File: src/hw/rate_match_pkg.sv
// Overview of operation
// - delete at most four skips per cluster, only after an earlier skip of it was stored or dropped.
// - insert at most four skips per cluster, only while it holds under five.
// - a byte that would fill the FIFO is dropped; full flags the next byte.
// - draining to empty appends 9'h1fe, flagged empty with that character.
// - low-latency mode bypasses coding, alignment, rate match and byte ordering.
// - transmitter electrical idle turns the differential driver off.
// - the serializer side interface is 8 or 10 bits wide, selectable in low-latency mode only.
package rate_match_pkg;
  // ****************************************************************
  // widths and depths
  // ****************************************************************
  localparam int SYM_W = 9;
  localparam int WORD_W = 10;
  localparam int FIFO_DEPTH = 16;
  // ****************************************************************
  // symbols and cluster limits
  // ****************************************************************
  localparam logic [8:0] SYM_EMPTY_FILL = 9'h1fe;
  localparam logic [2:0] MAX_DEL = 3'h4;
  localparam logic [2:0] MAX_INS = 3'h4;
  localparam logic [2:0] INS_CLUS_LIM = 3'h5;
  // ****************************************************************
  // fill levels
  // ****************************************************************
  localparam int HIGH_WM = 12;
  localparam int LOW_WM = 4;
  localparam int START_LVL = 8;
  // ****************************************************************
  // output stage states, gray along fill, run, insert
  // ****************************************************************
  typedef enum logic [1:0] {
    ST_FILL = 2'h0,
    ST_RUN = 2'h1,
    ST_INS = 2'h3
  } out_state_t;
endpackage : rate_match_pkg

File: src/hw/rate_match_pcs.sv
module rate_match_pcs
  import rate_match_pkg::*;
#(
  parameter int DEPTH = rate_match_pkg::FIFO_DEPTH
) (
  input wire logic clk_sys, // 20 MHz system clock
  input wire logic arst_n, // async reset, active low
  input wire logic lowlat_en, // low-latency bypass select
  input wire logic width_10b, // 1: 10-bit interface, 0: 8-bit
  input wire logic [rate_match_pkg::SYM_W-1:0] skip_sym, // skip pattern {k,byte}
  input wire logic in_valid, // link-side word valid
  output logic in_ready, // link-side accept
  input wire logic [rate_match_pkg::WORD_W-1:0] in_word, // link-side word
  output logic out_valid, // fabric word valid
  input wire logic out_ready, // fabric accept
  output logic [rate_match_pkg::WORD_W-1:0] out_word, // fabric word
  output logic rm_full, // full flag with this word
  output logic rm_empty, // empty flag with this word
  input wire logic tx_elec_idle, // transmitter electrical idle request
  output logic tx_drv_oe, // differential driver enable
  input wire logic sig_det_en, // signal detect enable
  input wire logic sig_det_raw, // raw threshold detector
  output logic sig_det // qualified signal detect
);
  localparam int CW = $clog2(DEPTH+1);

  if (DEPTH < START_LVL || DEPTH <= HIGH_WM) begin : g_chk
    $error("rate_match_pcs depth too small for the fill levels");
  end

  // mask to the selected interface width
  function automatic logic [WORD_W-1:0] mask_word(input logic [WORD_W-1:0] w,
                                                 input logic wide);
    mask_word = wide ? w : {2'h0, w[7:0]};
  endfunction : mask_word

  // ****************************************************************
  // write side: deletion and full handling
  // ****************************************************************
  logic f_wvalid, f_wready, f_rvalid, f_rready;
  logic [SYM_W:0] f_rdata;
  logic [CW-1:0] f_count;
  logic wr_en, is_skip, del_w, drop_w;
  logic [2:0] kept_r, kept_nxt, del_r, del_nxt;
  logic full_pend_r, full_pend_nxt;

  always_comb begin
    wr_en = in_valid && !lowlat_en && f_wready;
    is_skip = (in_word[SYM_W-1:0] == skip_sym);
    del_w = wr_en && is_skip && (kept_r != 3'h0) && (del_r < MAX_DEL) &&
            (f_count >= CW'(HIGH_WM));
    drop_w = wr_en && !del_w && (f_count == CW'(DEPTH - 1));
    f_wvalid = wr_en && !del_w && !drop_w;
    kept_nxt = kept_r;
    del_nxt = del_r;
    if (wr_en) begin
      if (!is_skip) begin
        kept_nxt = 3'h0;
        del_nxt = 3'h0;
      end else if (del_w) begin
        del_nxt = 3'(del_r + 1'b1);
      end else if (kept_r != 3'h7) begin
        kept_nxt = 3'(kept_r + 1'b1);
      end
    end
    // flag the next byte, a new drop wins over clearing
    full_pend_nxt = full_pend_r;
    if (drop_w) begin
      full_pend_nxt = 1'b1;
    end else if (f_wvalid) begin
      full_pend_nxt = 1'b0;
    end
  end

  always_ff @(posedge clk_sys or negedge arst_n) begin
    if (!arst_n) begin
      kept_r <= 3'h0;
      del_r <= 3'h0;
      full_pend_r <= 1'b0;
    end else begin
      kept_r <= kept_nxt;
      del_r <= del_nxt;
      full_pend_r <= full_pend_nxt;
    end
  end

  sym_fifo #(
    .WIDTH(SYM_W + 1),
    .DEPTH(DEPTH)
  ) u_fifo (
    .clk_sys(clk_sys),
    .arst_n(arst_n),
    .w_valid(f_wvalid),
    .w_ready(f_wready),
    .w_data({full_pend_r, in_word[SYM_W-1:0]}),
    .r_valid(f_rvalid),
    .r_ready(f_rready),
    .r_data(f_rdata),
    .count(f_count)
  );

  // ****************************************************************
  // read side: output stage, insertion and empty handling
  // ****************************************************************
  out_state_t st_r, st_nxt;
  logic take, ins_w, last_skip_r, last_skip_nxt;
  logic [2:0] oclus_r, oclus_nxt, oins_r, oins_nxt;
  logic ov_r, ov_nxt, full_r, full_nxt, empty_r, empty_nxt;
  logic [WORD_W-1:0] ow_r, ow_nxt;

  always_comb begin
    take = out_ready || !ov_r;
    ins_w = (st_r == ST_RUN) && take && last_skip_r && (f_count < CW'(LOW_WM)) &&
            (oclus_r < INS_CLUS_LIM) && (oins_r < MAX_INS);
    f_rready = (st_r == ST_RUN) && take && !ins_w && !lowlat_en;
    st_nxt = st_r;
    ov_nxt = ov_r;
    ow_nxt = ow_r;
    full_nxt = full_r;
    empty_nxt = empty_r;
    last_skip_nxt = last_skip_r;
    oclus_nxt = oclus_r;
    oins_nxt = oins_r;
    if (take) begin
      ov_nxt = 1'b0;
      full_nxt = 1'b0;
      empty_nxt = 1'b0;
    end
    if (lowlat_en) begin
      st_nxt = ST_FILL;
      last_skip_nxt = 1'b0;
      if (take && in_valid) begin
        ov_nxt = 1'b1;
        ow_nxt = mask_word(in_word, width_10b);
      end
    end else begin
      case (st_r)
        ST_FILL: begin
          if (f_count >= CW'(START_LVL)) begin
            st_nxt = ST_RUN;
          end
        end
        ST_RUN: begin
          if (ins_w) begin
            ov_nxt = 1'b1;
            ow_nxt = {1'b0, skip_sym};
            oclus_nxt = 3'(oclus_r + 1'b1);
            oins_nxt = 3'(oins_r + 1'b1);
          end else if (f_rready && f_rvalid) begin
            ov_nxt = 1'b1;
            ow_nxt = {1'b0, f_rdata[SYM_W-1:0]};
            full_nxt = f_rdata[SYM_W];
            last_skip_nxt = (f_rdata[SYM_W-1:0] == skip_sym);
            oclus_nxt = last_skip_nxt ? 3'(oclus_r + 1'b1) : 3'h0;
            if (!last_skip_nxt) begin
              oins_nxt = 3'h0;
            end
            // last entry leaves, fill character follows
            if (f_count == CW'(1) && !f_wvalid) begin
              st_nxt = ST_INS;
            end
          end
        end
        ST_INS: begin
          if (take) begin
            ov_nxt = 1'b1;
            ow_nxt = {1'b0, SYM_EMPTY_FILL};
            empty_nxt = 1'b1;
            last_skip_nxt = 1'b0;
            oclus_nxt = 3'h0;
            oins_nxt = 3'h0;
            st_nxt = ST_FILL;
          end
        end
        default: begin
          st_nxt = ST_FILL;
        end
      endcase
    end
  end

  always_ff @(posedge clk_sys or negedge arst_n) begin
    if (!arst_n) begin
      st_r <= ST_FILL;
      ov_r <= 1'b0;
      ow_r <= '0;
      full_r <= 1'b0;
      empty_r <= 1'b0;
      last_skip_r <= 1'b0;
      oclus_r <= 3'h0;
      oins_r <= 3'h0;
    end else begin
      st_r <= st_nxt;
      ov_r <= ov_nxt;
      ow_r <= ow_nxt;
      full_r <= full_nxt;
      empty_r <= empty_nxt;
      last_skip_r <= last_skip_nxt;
      oclus_r <= oclus_nxt;
      oins_r <= oins_nxt;
    end
  end

  // ****************************************************************
  // transmitter idle and signal detect
  // ****************************************************************
  logic oe_r, oe_nxt, sd_r, sd_nxt;

  always_comb begin
    oe_nxt = !tx_elec_idle;
    // detect qualified only with the coding stage active
    sd_nxt = sig_det_raw && sig_det_en && !lowlat_en;
  end

  always_ff @(posedge clk_sys or negedge arst_n) begin
    if (!arst_n) begin
      oe_r <= 1'b0;
      sd_r <= 1'b0;
    end else begin
      oe_r <= oe_nxt;
      sd_r <= sd_nxt;
    end
  end

  assign in_ready = lowlat_en ? take : f_wready;
  assign out_valid = ov_r;
  assign out_word = ow_r;
  assign rm_full = full_r;
  assign rm_empty = empty_r;
  assign tx_drv_oe = oe_r;
  assign sig_det = sd_r;

  // ****************************************************************
  // checks
  // ****************************************************************
  property p_del_bound;
    @(posedge clk_sys) disable iff (!arst_n)
    del_w |-> (kept_r >= 3'h1) && (del_r <= 3'h3) && !f_wvalid;
  endproperty
  a_del_bound: assert property (p_del_bound) else $error("skip deletion out of bounds");

  property p_ins_bound;
    @(posedge clk_sys) disable iff (!arst_n)
    ins_w |=> ov_r && (ow_r[SYM_W-1:0] == skip_sym) && (oins_r <= 3'h4) && (oclus_r <= 3'h5);
  endproperty
  a_ins_bound: assert property (p_ins_bound) else $error("skip insertion out of bounds");

  property p_full_drop;
    @(posedge clk_sys) disable iff (!arst_n)
    drop_w |-> !f_wvalid ##1 full_pend_r;
  endproperty
  a_full_drop: assert property (p_full_drop) else $error("full byte not dropped");

  property p_empty_fill;
    @(posedge clk_sys) disable iff (!arst_n)
    (st_r == ST_RUN && f_rready && f_rvalid && f_count == CW'(1) && !f_wvalid && !lowlat_en)
    ##1 (out_ready && !lowlat_en) |=> ov_r && empty_r && (ow_r[SYM_W-1:0] == SYM_EMPTY_FILL);
  endproperty
  a_empty_fill: assert property (p_empty_fill) else $error("empty fill missing");

  property p_bypass;
    @(posedge clk_sys) disable iff (!arst_n)
    (lowlat_en && in_valid && take) |=> ov_r && !rm_full && !rm_empty &&
    (ow_r == mask_word($past(in_word), $past(width_10b)));
  endproperty
  a_bypass: assert property (p_bypass) else $error("bypass word wrong");

  property p_idle_drv;
    @(posedge clk_sys) disable iff (!arst_n)
    tx_elec_idle |=> !tx_drv_oe;
  endproperty
  a_idle_drv: assert property (p_idle_drv) else $error("driver on in idle");

  property p_narrow;
    @(posedge clk_sys) disable iff (!arst_n)
    (lowlat_en && !width_10b && in_valid && take) |=> (ow_r[9:8] == 2'h0);
  endproperty
  a_narrow: assert property (p_narrow) else $error("8-bit word has high bits");

  property p_flag_clear;
    @(posedge clk_sys) disable iff (!arst_n)
    (rm_empty && out_ready) |=> !rm_empty;
  endproperty
  a_flag_clear: assert property (p_flag_clear) else $error("empty flag stuck");

  c_delete: cover property (@(posedge clk_sys) disable iff (!arst_n) del_w);
  c_insert: cover property (@(posedge clk_sys) disable iff (!arst_n) ins_w);
  c_drop: cover property (@(posedge clk_sys) disable iff (!arst_n) drop_w);
  c_empty: cover property (@(posedge clk_sys) disable iff (!arst_n) rm_empty);
endmodule : rate_match_pcs

File: src/hw/sym_fifo.sv
module sym_fifo #(
  parameter int WIDTH = 10,
  parameter int DEPTH = 16
) (
  input wire logic clk_sys, // system clock
  input wire logic arst_n, // async reset, active low
  input wire logic w_valid, // write request
  output logic w_ready, // space available
  input wire logic [WIDTH-1:0] w_data, // write word
  output logic r_valid, // word available
  input wire logic r_ready, // read accept
  output logic [WIDTH-1:0] r_data, // head word
  output logic [$clog2(DEPTH+1)-1:0] count // fill level
);
  localparam int AW = $clog2(DEPTH);
  localparam int CW = $clog2(DEPTH+1);

  if (DEPTH < 2 || (DEPTH & (DEPTH - 1)) != 0) begin : g_chk
    $error("sym_fifo depth must be a power of two, at least 2");
  end

  logic [WIDTH-1:0] mem_r [DEPTH];
  logic [AW-1:0] wp_r, wp_nxt, rp_r, rp_nxt;
  logic [CW-1:0] cnt_r, cnt_nxt;
  logic do_wr, do_rd;

  // ****************************************************************
  // pointer and level update
  // ****************************************************************
  always_comb begin
    do_wr = w_valid && w_ready;
    do_rd = r_valid && r_ready;
    wp_nxt = do_wr ? AW'(wp_r + 1'b1) : wp_r;
    rp_nxt = do_rd ? AW'(rp_r + 1'b1) : rp_r;
    cnt_nxt = CW'(cnt_r + CW'(do_wr) - CW'(do_rd));
  end

  // registers only
  always_ff @(posedge clk_sys or negedge arst_n) begin
    if (!arst_n) begin
      wp_r <= '0;
      rp_r <= '0;
      cnt_r <= '0;
    end else begin
      wp_r <= wp_nxt;
      rp_r <= rp_nxt;
      cnt_r <= cnt_nxt;
    end
  end

  // storage array, no reset needed
  always_ff @(posedge clk_sys) begin
    if (do_wr) begin
      mem_r[wp_r] <= w_data;
    end
  end

  assign w_ready = (cnt_r != CW'(DEPTH));
  assign r_valid = (cnt_r != '0);
  assign r_data = mem_r[rp_r];
  assign count = cnt_r;
endmodule : sym_fifo

File: config.mk
export PLATFORM = sky130hd
export DESIGN_NAME = rate_match_pcs
export DESIGN_NICKNAME = d
export VERILOG_FILES = /design/src/hw/rate_match_pkg.sv /design/src/hw/rate_match_pcs.sv /design/src/hw/sym_fifo.sv
export SDC_FILE = /design/constraint.sdc
export NUM_CORES = 1
export LEC_CHECK = 0
export BUFFER_PORTS_ARGS = -buffer_cell sky130_fd_sc_hd__buf_4
export CAP_MARGIN = 20
export CELL_PAD_IN_SITES_DETAIL_PLACEMENT = 0
export CELL_PAD_IN_SITES_GLOBAL_PLACEMENT = 1
export CORE_MARGIN = 2
export CORE_UTILIZATION = 45
export DETAILED_ROUTE_END_ITERATION = 12
export PLACE_DENSITY_LB_ADDON = 0.1
export SYNTH_ARGS = -nofsm -noshare
export SYNTH_HDL_FRONTEND = slang
export SYNTH_SLANG_ARGS = --single-unit
export TNS_END_PERCENT = 1
File: constraint.sdc
create_clock -name clk_sys -period 3.85 [get_ports clk_sys]
set_input_delay 0.1925 -clock clk_sys [delete_from_list [all_inputs] [get_ports clk_sys]]
set_output_delay 0.1925 -clock clk_sys [all_outputs]
set_load 0.05 [all_outputs]
# Yosys cells after proc, flatten, opt, wreduce, memory -nomap -nowiden
# Memories as Yosys holds them, arrays and structs flattened.
# Cells that the tools add are included.
[classes]
add_sub_neg = 8
n_mul = 0
div_mod_pow = 0
magnitude_cmp = 6
eq_ne = 21
n_shift = 0
n_mux = 54
bitwise_logic = 1
n_reduce_logical = 43
[op_table]
columns = ["op", "count"]
rows = [
  ["10-bit 2-to-1 mux", 6],
  ["3-bit 2-to-1 mux", 12],
  ["1-bit 2-to-1 mux", 24],
  ["1-bit logical AND", 22],
  ["10-bit case mux with 2 select lines", 1],
  ["9-bit equality test", 2],
  ["3-bit != test, second input constant", 5],
  ["3-bit by 1-bit adder with 3-bit output, second input constant", 4],
  ["2-bit 2-to-1 mux", 6],
  ["3-bit case mux with 2 select lines", 2],
  ["4-bit AND reduction", 3],
  ["5-bit by 4-bit greater-or-equal comparator with 1-bit output, second input constant", 2],
  ["5-bit AND reduction", 2],
  ["3-bit < comparator, second input constant", 3],
  ["3-bit by 2-bit != test with 1-bit output, second input constant", 3],
  ["4-bit by 1-bit adder with 4-bit output, second input constant", 2],
  ["1-bit zero test", 7],
  ["2-bit by 1-bit != test with 1-bit output, second input constant", 3],
  ["2-bit case mux with 3 select lines", 1],
  ["3-bit nonzero test", 2],
  ["5-bit by 1-bit adder with 5-bit output", 1],
  ["5-bit by 1-bit equality test with 1-bit output, second input constant", 1],
  ["5-bit by 4-bit equality test with 1-bit output, second input constant", 1],
  ["5-bit by 3-bit < comparator with 1-bit output, second input constant", 1],
  ["14 further kinds", 17],
]
[totals]
ff_bits = 44
latch_bits = 0
ramBits = 160
rom_bits = 0
in_bits = 28
output_inout_bits = 16
elab_cells = 150
memories = 1
[memory_table]
columns = ["name", "words", "word_bits", "rd", "rd_ports_with_merged_regs", "write_ports", "line", "rtl"]
rows = [
  ["u_fifo.mem_r", 16, 10, 1, 0, 1, "sym_fifo.sv:22", "logic [WIDTH-1:0] mem_r [DEPTH];"],
]

# Depth between registers and ports, before layout
[logic_depth]
word_depth = 19
mapped_depth = 18
depth_no_buf = 17

# Cells and area by module
# From an unflattened synthesis, not the netlist that was laid out.
[hier_totals]
hier_cells = 608
area_unflattened_um2 = 8921.1
[by_module_without_submodules]
columns = ["mod", "instances", "cells_per_inst", "area_each_um2", "seq_area_each_um2"]
rows = [
  ["sym_fifo", 1, 375, 6921.6, 5129.9],
  ["rate_match_pcs", 1, 233, 1999.4, 775.7],
]

# Least setup slack after synthesis
# OpenSTA, ideal clock, no wires.
[synth_timing]
path_kind = "reg2reg"
start = "register u_fifo.cnt_r[3] (netlist: u_fifo.count[3])"
end = "register u_fifo.cnt_r[4] (netlist: u_fifo.count[4])"
setup_ns = 0.125
arrival_ns = 2.978
required_ns = 3.725
setup_slack_ns = 0.747
stages_incl_launch_ff = 19
path_buffers = 1
period_less_slack_ns = 3.103
path_cell_list = "dfrtp_1 -> inv_1 -> ha_1 -> nor4bb_1 -> and4_1 -> clkbuf_1 -> nor3_1 -> nand2_1 -> clkinv_1 -> ha_1 -> inv_1 -> ha_1 -> inv_1 -> fa_1 -> inv_1 -> a21oi_1 -> nor2_1 -> nor2_1 -> xor2_1"
[synth_between]
elab_cells_between_ends = 25
classes_between = "add/sub: 2; order compare: 2; eq/ne: 2; reduce/logical: 19"
[synth_lines]
columns = ["element", "line", "rtl"]
rows = [
  ["start, declared", "sym_fifo.sv:24", "logic [CW-1:0] cnt_r, cnt_nxt;"],
  ["start signal, assigned", "sym_fifo.sv:47", "cnt_r <= cnt_nxt;"],
  ["5-bit by 3-bit < comparator with 1-bit output", "rate_match_pcs.sv:113", "ins_w = (st_r == ST_RUN) && take && last_skip_r && (f_count < CW'(LOW_WM)) &&"],
  ["1-bit logical AND (2 in a row)", "rate_match_pcs.sv:113", ""],
  ["1-bit logical AND", "rate_match_pcs.sv:114", "(oclus_r < INS_CLUS_LIM) && (oins_r < MAX_INS);"],
  ["1-bit zero test", "rate_match_pcs.sv:115", "f_rready = (st_r == ST_RUN) && take && !ins_w && !lowlat_en;"],
  ["1-bit logical AND (2 in a row)", "rate_match_pcs.sv:115", ""],
  ["1-bit logical AND *", "sym_fifo.sv:32", "do_rd = r_valid && r_ready;"],
  ["via u_fifo.do_rd", "sym_fifo.sv:25", "logic do_wr, do_rd;"],
  ["5-bit by 1-bit subtractor with 5-bit output *", "sym_fifo.sv:35", "cnt_nxt = CW'(cnt_r + CW'(do_wr) - CW'(do_rd));"],
  ["via u_fifo.cnt_nxt[4]", "sym_fifo.sv:24", ""],
]
# The timed path passes the listed nets; every way through them passes the cells marked *.
# A chain may end at the register's enable or synchronous reset.

# Worst setup path in the final report
# Ends and elaborated chain as after synthesis.

==> flow_summary.toml <==
[outcome]
status = "finished, final reports clean"

[grt]
antenna_found_initial = 0
overflow = 0
grt_pass1_vias = 5181
grt_pass1_wl_um = 30600
grt_max_degree = 45
grt_use_total = 0.201

[place]
dp_cells = 862
hpwl_um = 12900
place_area_um2 = 9600
globalplace.congestion = 0.782
port_buffers = 43

[drt]
dr.pass1.iters = 7
post-route-drc-count = 0
routedWlPerCell_um = 21.6
viasPerCell = 5.45
drtIter0Drc = 303
totalWireLength_um = 19700
vias = 4974
antenna_left = 0

[layout]
layout-drive-gt1-share = 0.230
register_area_um2 = 5910
instances_no_fill = 912
multi_input_area_um2 = 2800
fin_area_um2 = 10400
antenna_cells = 0
fill_cells = 1583
num-nets-final = 680
area_growth_pct = 17.0

[yosys]
synth-seq-cells = 204
synthCells = 554
yosys_warnings = 0
synth_top_cell_area_share = 0.540
ys.flop_type = "edfxtp_1"
ys_seq_area_frac = 0.663
netlist_area_um2 = 8900
avgSynthCellArea_um2 = 16.1
synth_edf_count = 160
yosys.cell_types.count = 55
yosysTopAreaCell = "edfxtp_1"
synth_area_leaders = "edfxtp_1, dfrtp_1, mux4_2"
mappedNetlistNets = 604
async_reset_ff_frac = 0.216

[critical_path]
r2r_cells = 17
crit_required_ns = 4.24
setup.worst_path.class = "flop to flop"
setup.worst_path.start_class = "flop"
end_kind = "flop"
arrival_ns = 3.70
cp_max_fo = 7

[timing]
grt_setup_unrepaired = "false"
whs_ns = 0.00771
finClkSkew_ns = 0.00694
layout_min_cycle_time_ns = 3.31
slew_headroom = 0.392
drv_slew = 0
max_freq_ghz = 0.302
finalSetupTns_ns = 0
setup_viol = 0
hold_violations = 0
final.period_utilization = 0.860
tightest_slew_ns = 0.912

[cts]
postCtsSetupRepairBufs = 0
numCtsBuffers = 23
clockBufferDepth = 3
insertion_delay_ns = 0.51
cts.sinks = 204
clk_pin_slew_ns = 0.06
cts-root-buf = "clkbuf_16"
htreeDepth = 1
cts_tree = "built"

[floorplanning]
fp-row-count = 51
die_height_um = 145
die_x_um = 145
core_area_um2 = 19500
start_util = 0.458
io-pin-count = 44
die_area_um2 = 20900

[power]
power.density_nw_per_um2 = 681
ir_drop_v = 0.000415
p_leak_uw = 0.00385

[min_path]
hp-class = "input pin to flop"
hold_depth = 3

[flow_run]
drv_cap = 0
==> cell usage in the layout (no fill, tap or decap), types with 10 or more instances in the layout <==
| cell type | synthesis | routed |
|---|---|---|
| ha_1 | 21 | 21 |
| a21oi_1 | 13 | 13 |
| and2_1 | 19 | 19 |
| buf_4 | 3 | 64 |
| nor2_1 | 26 | 26 |
| mux2i_1 | 22 | 22 |
| nand2_1 | 25 | 25 |
| edfxtp_1 | 160 | 160 |
| inv_1 | 20 | 20 |
| mux4_2 | 39 | 39 |
| dfrtp_1 | 44 | 42 |
| nand3_1 | 10 | 10 |
| o21ai_0 | 19 | 19 |
| xnor2_1 | 19 | 19 |
| clkbuf_16 | 0 | 23 |
==> metrics by stage <==
step           setup slack [ns]   util  total power, uW
6_report                  0.538  0.535             7090
5_1_grt                   0.290  0.535             7520
4_1_cts                   0.544  0.535             7190
3_5_place_dp              0.572  0.493             5070
3_3_place_gp              0.706  0.493             5050
2_1_floorplan             0.747      -             4440
==> Yosys cell counts (3+ instances only) <==
library cell,n
o21ai_0,19
a21oi_1,13
a31o_1,3
a22o_1,7
edfxtp_1,160
dfrtp_1,44
xor2_1,7
nor2b_1,4
nor3b_1,4
clkbuf_1,6
nor3_1,6
mux2i_1,22
nand4_1,3
ha_1,21
a31oi_1,5
inv_1,20
and2_1,19
nand3_1,10
a21boi_0,3
nor2_1,26
xnor2_1,19
buf_2,10
and3_1,5
nor4_1,3
mux4_2,39
nand2_1,25
mux2_2,8
buf_4,3
o22ai_1,6
==> report_power, final <==
group          internal [uW]  total, uW  switching, uW
clock                   1240       2100            862
sequential              2610       2860            248
combinational            974       2130           1160
total                   4820       7090           2270
==> sequential cells by signal, summed over array words and instances, names as in the netlist, named ones only <==
name	cells
out_word	10
tx_drv_oe	1
del_r	3
last_skip_r	1
st_r	2
full_pend_r	1
u_fifo.mem_r	160
sig_det	1
u_fifo.wp_r	4
oclus_r	3
kept_r	3
oins_r	3
u_fifo.count	5
u_fifo.rp_r	4
rm_full	1
==> kinds of logic after synthesis <==
family / count (synthesis) / synth area share
flip-flops: 204 / 0.663
AND/OR/NAND/NOR: 114 / 0.0656
AO/OA/AOI/OAI: 76 / 0.0579
multiplexers: 69 / 0.133
buffers and inverters: 43 / 0.0225
XOR/XNOR: 26 / 0.0256
adder cells (fa/ha/maj): 22 / 0.0318
==> worst paths after layout <==
check / from / end / slack (ns)
max: u_fifo.count[3]$_DFF_PN0_ / u_fifo.count[4]$_DFF_PN0_ / 0.54
min: width_10b / out_word[8]$_DFFE_PN0P_ / 0.008
max reg2reg: u_fifo.count[3]$_DFF_PN0_ / u_fifo.count[4]$_DFF_PN0_ / 0.54
min reg2reg: out_word[4]$_DFFE_PN0P_ / out_word[4]$_DFFE_PN0P_ / 0.48
max in group asynchronous: arst_n / u_fifo.rp_r[0]$_DFFE_PN0P_ / 3.20
min in group asynchronous: arst_n / del_r[0]$_DFFE_PN0P_ / 0.24
==> routing by layer <==
layer  part of all wire  GRT usage  vias up
met1               0.44      0.275     2520
met2               0.49      0.336      124
li1                   -          -     2301
met3              0.058     0.0346       29
met5                  0          0        -
met4              0.021     0.0516        0
==> worst max-delay path, cell delays in order (launching register included) <==
cell and delay [ns]:
dfrtp_1 0.41, inv_1 0.13, ha_1 0.18, nor4bb_1 0.35, and4_1 0.27, nor3_1 0.09, nand2_1 0.15, clkinv_1 0.20
ha_1 0.33, inv_1 0.06, ha_1 0.16, inv_1 0.06, fa_1 0.39, inv_1 0.07, a21oi_1 0.06, nor2_1 0.08
nor2_1 0.05, xor2_1 0.14
==> layout make-up <==
cell class,count,area share
Inverter,22,0.00793
Timing Repair Buffer,72,0.0538
Tap cell,265,0.0318
Multi-Input combinational cell,307,0.269
Sequential cell,204,0.567
Clock inverter,17,0.0144
Clock buffer,25,0.0560
==> timing repair <==
action | 4_1_cts | 5_1_grt
endpoints found under the hold margin | 49 | 0
setup endpoints to repair | 0 | 0
gates resized for setup | 0 | 0
hold buffers | 8 | 0
No activity file was read; power rests on OpenSTA's default activity.
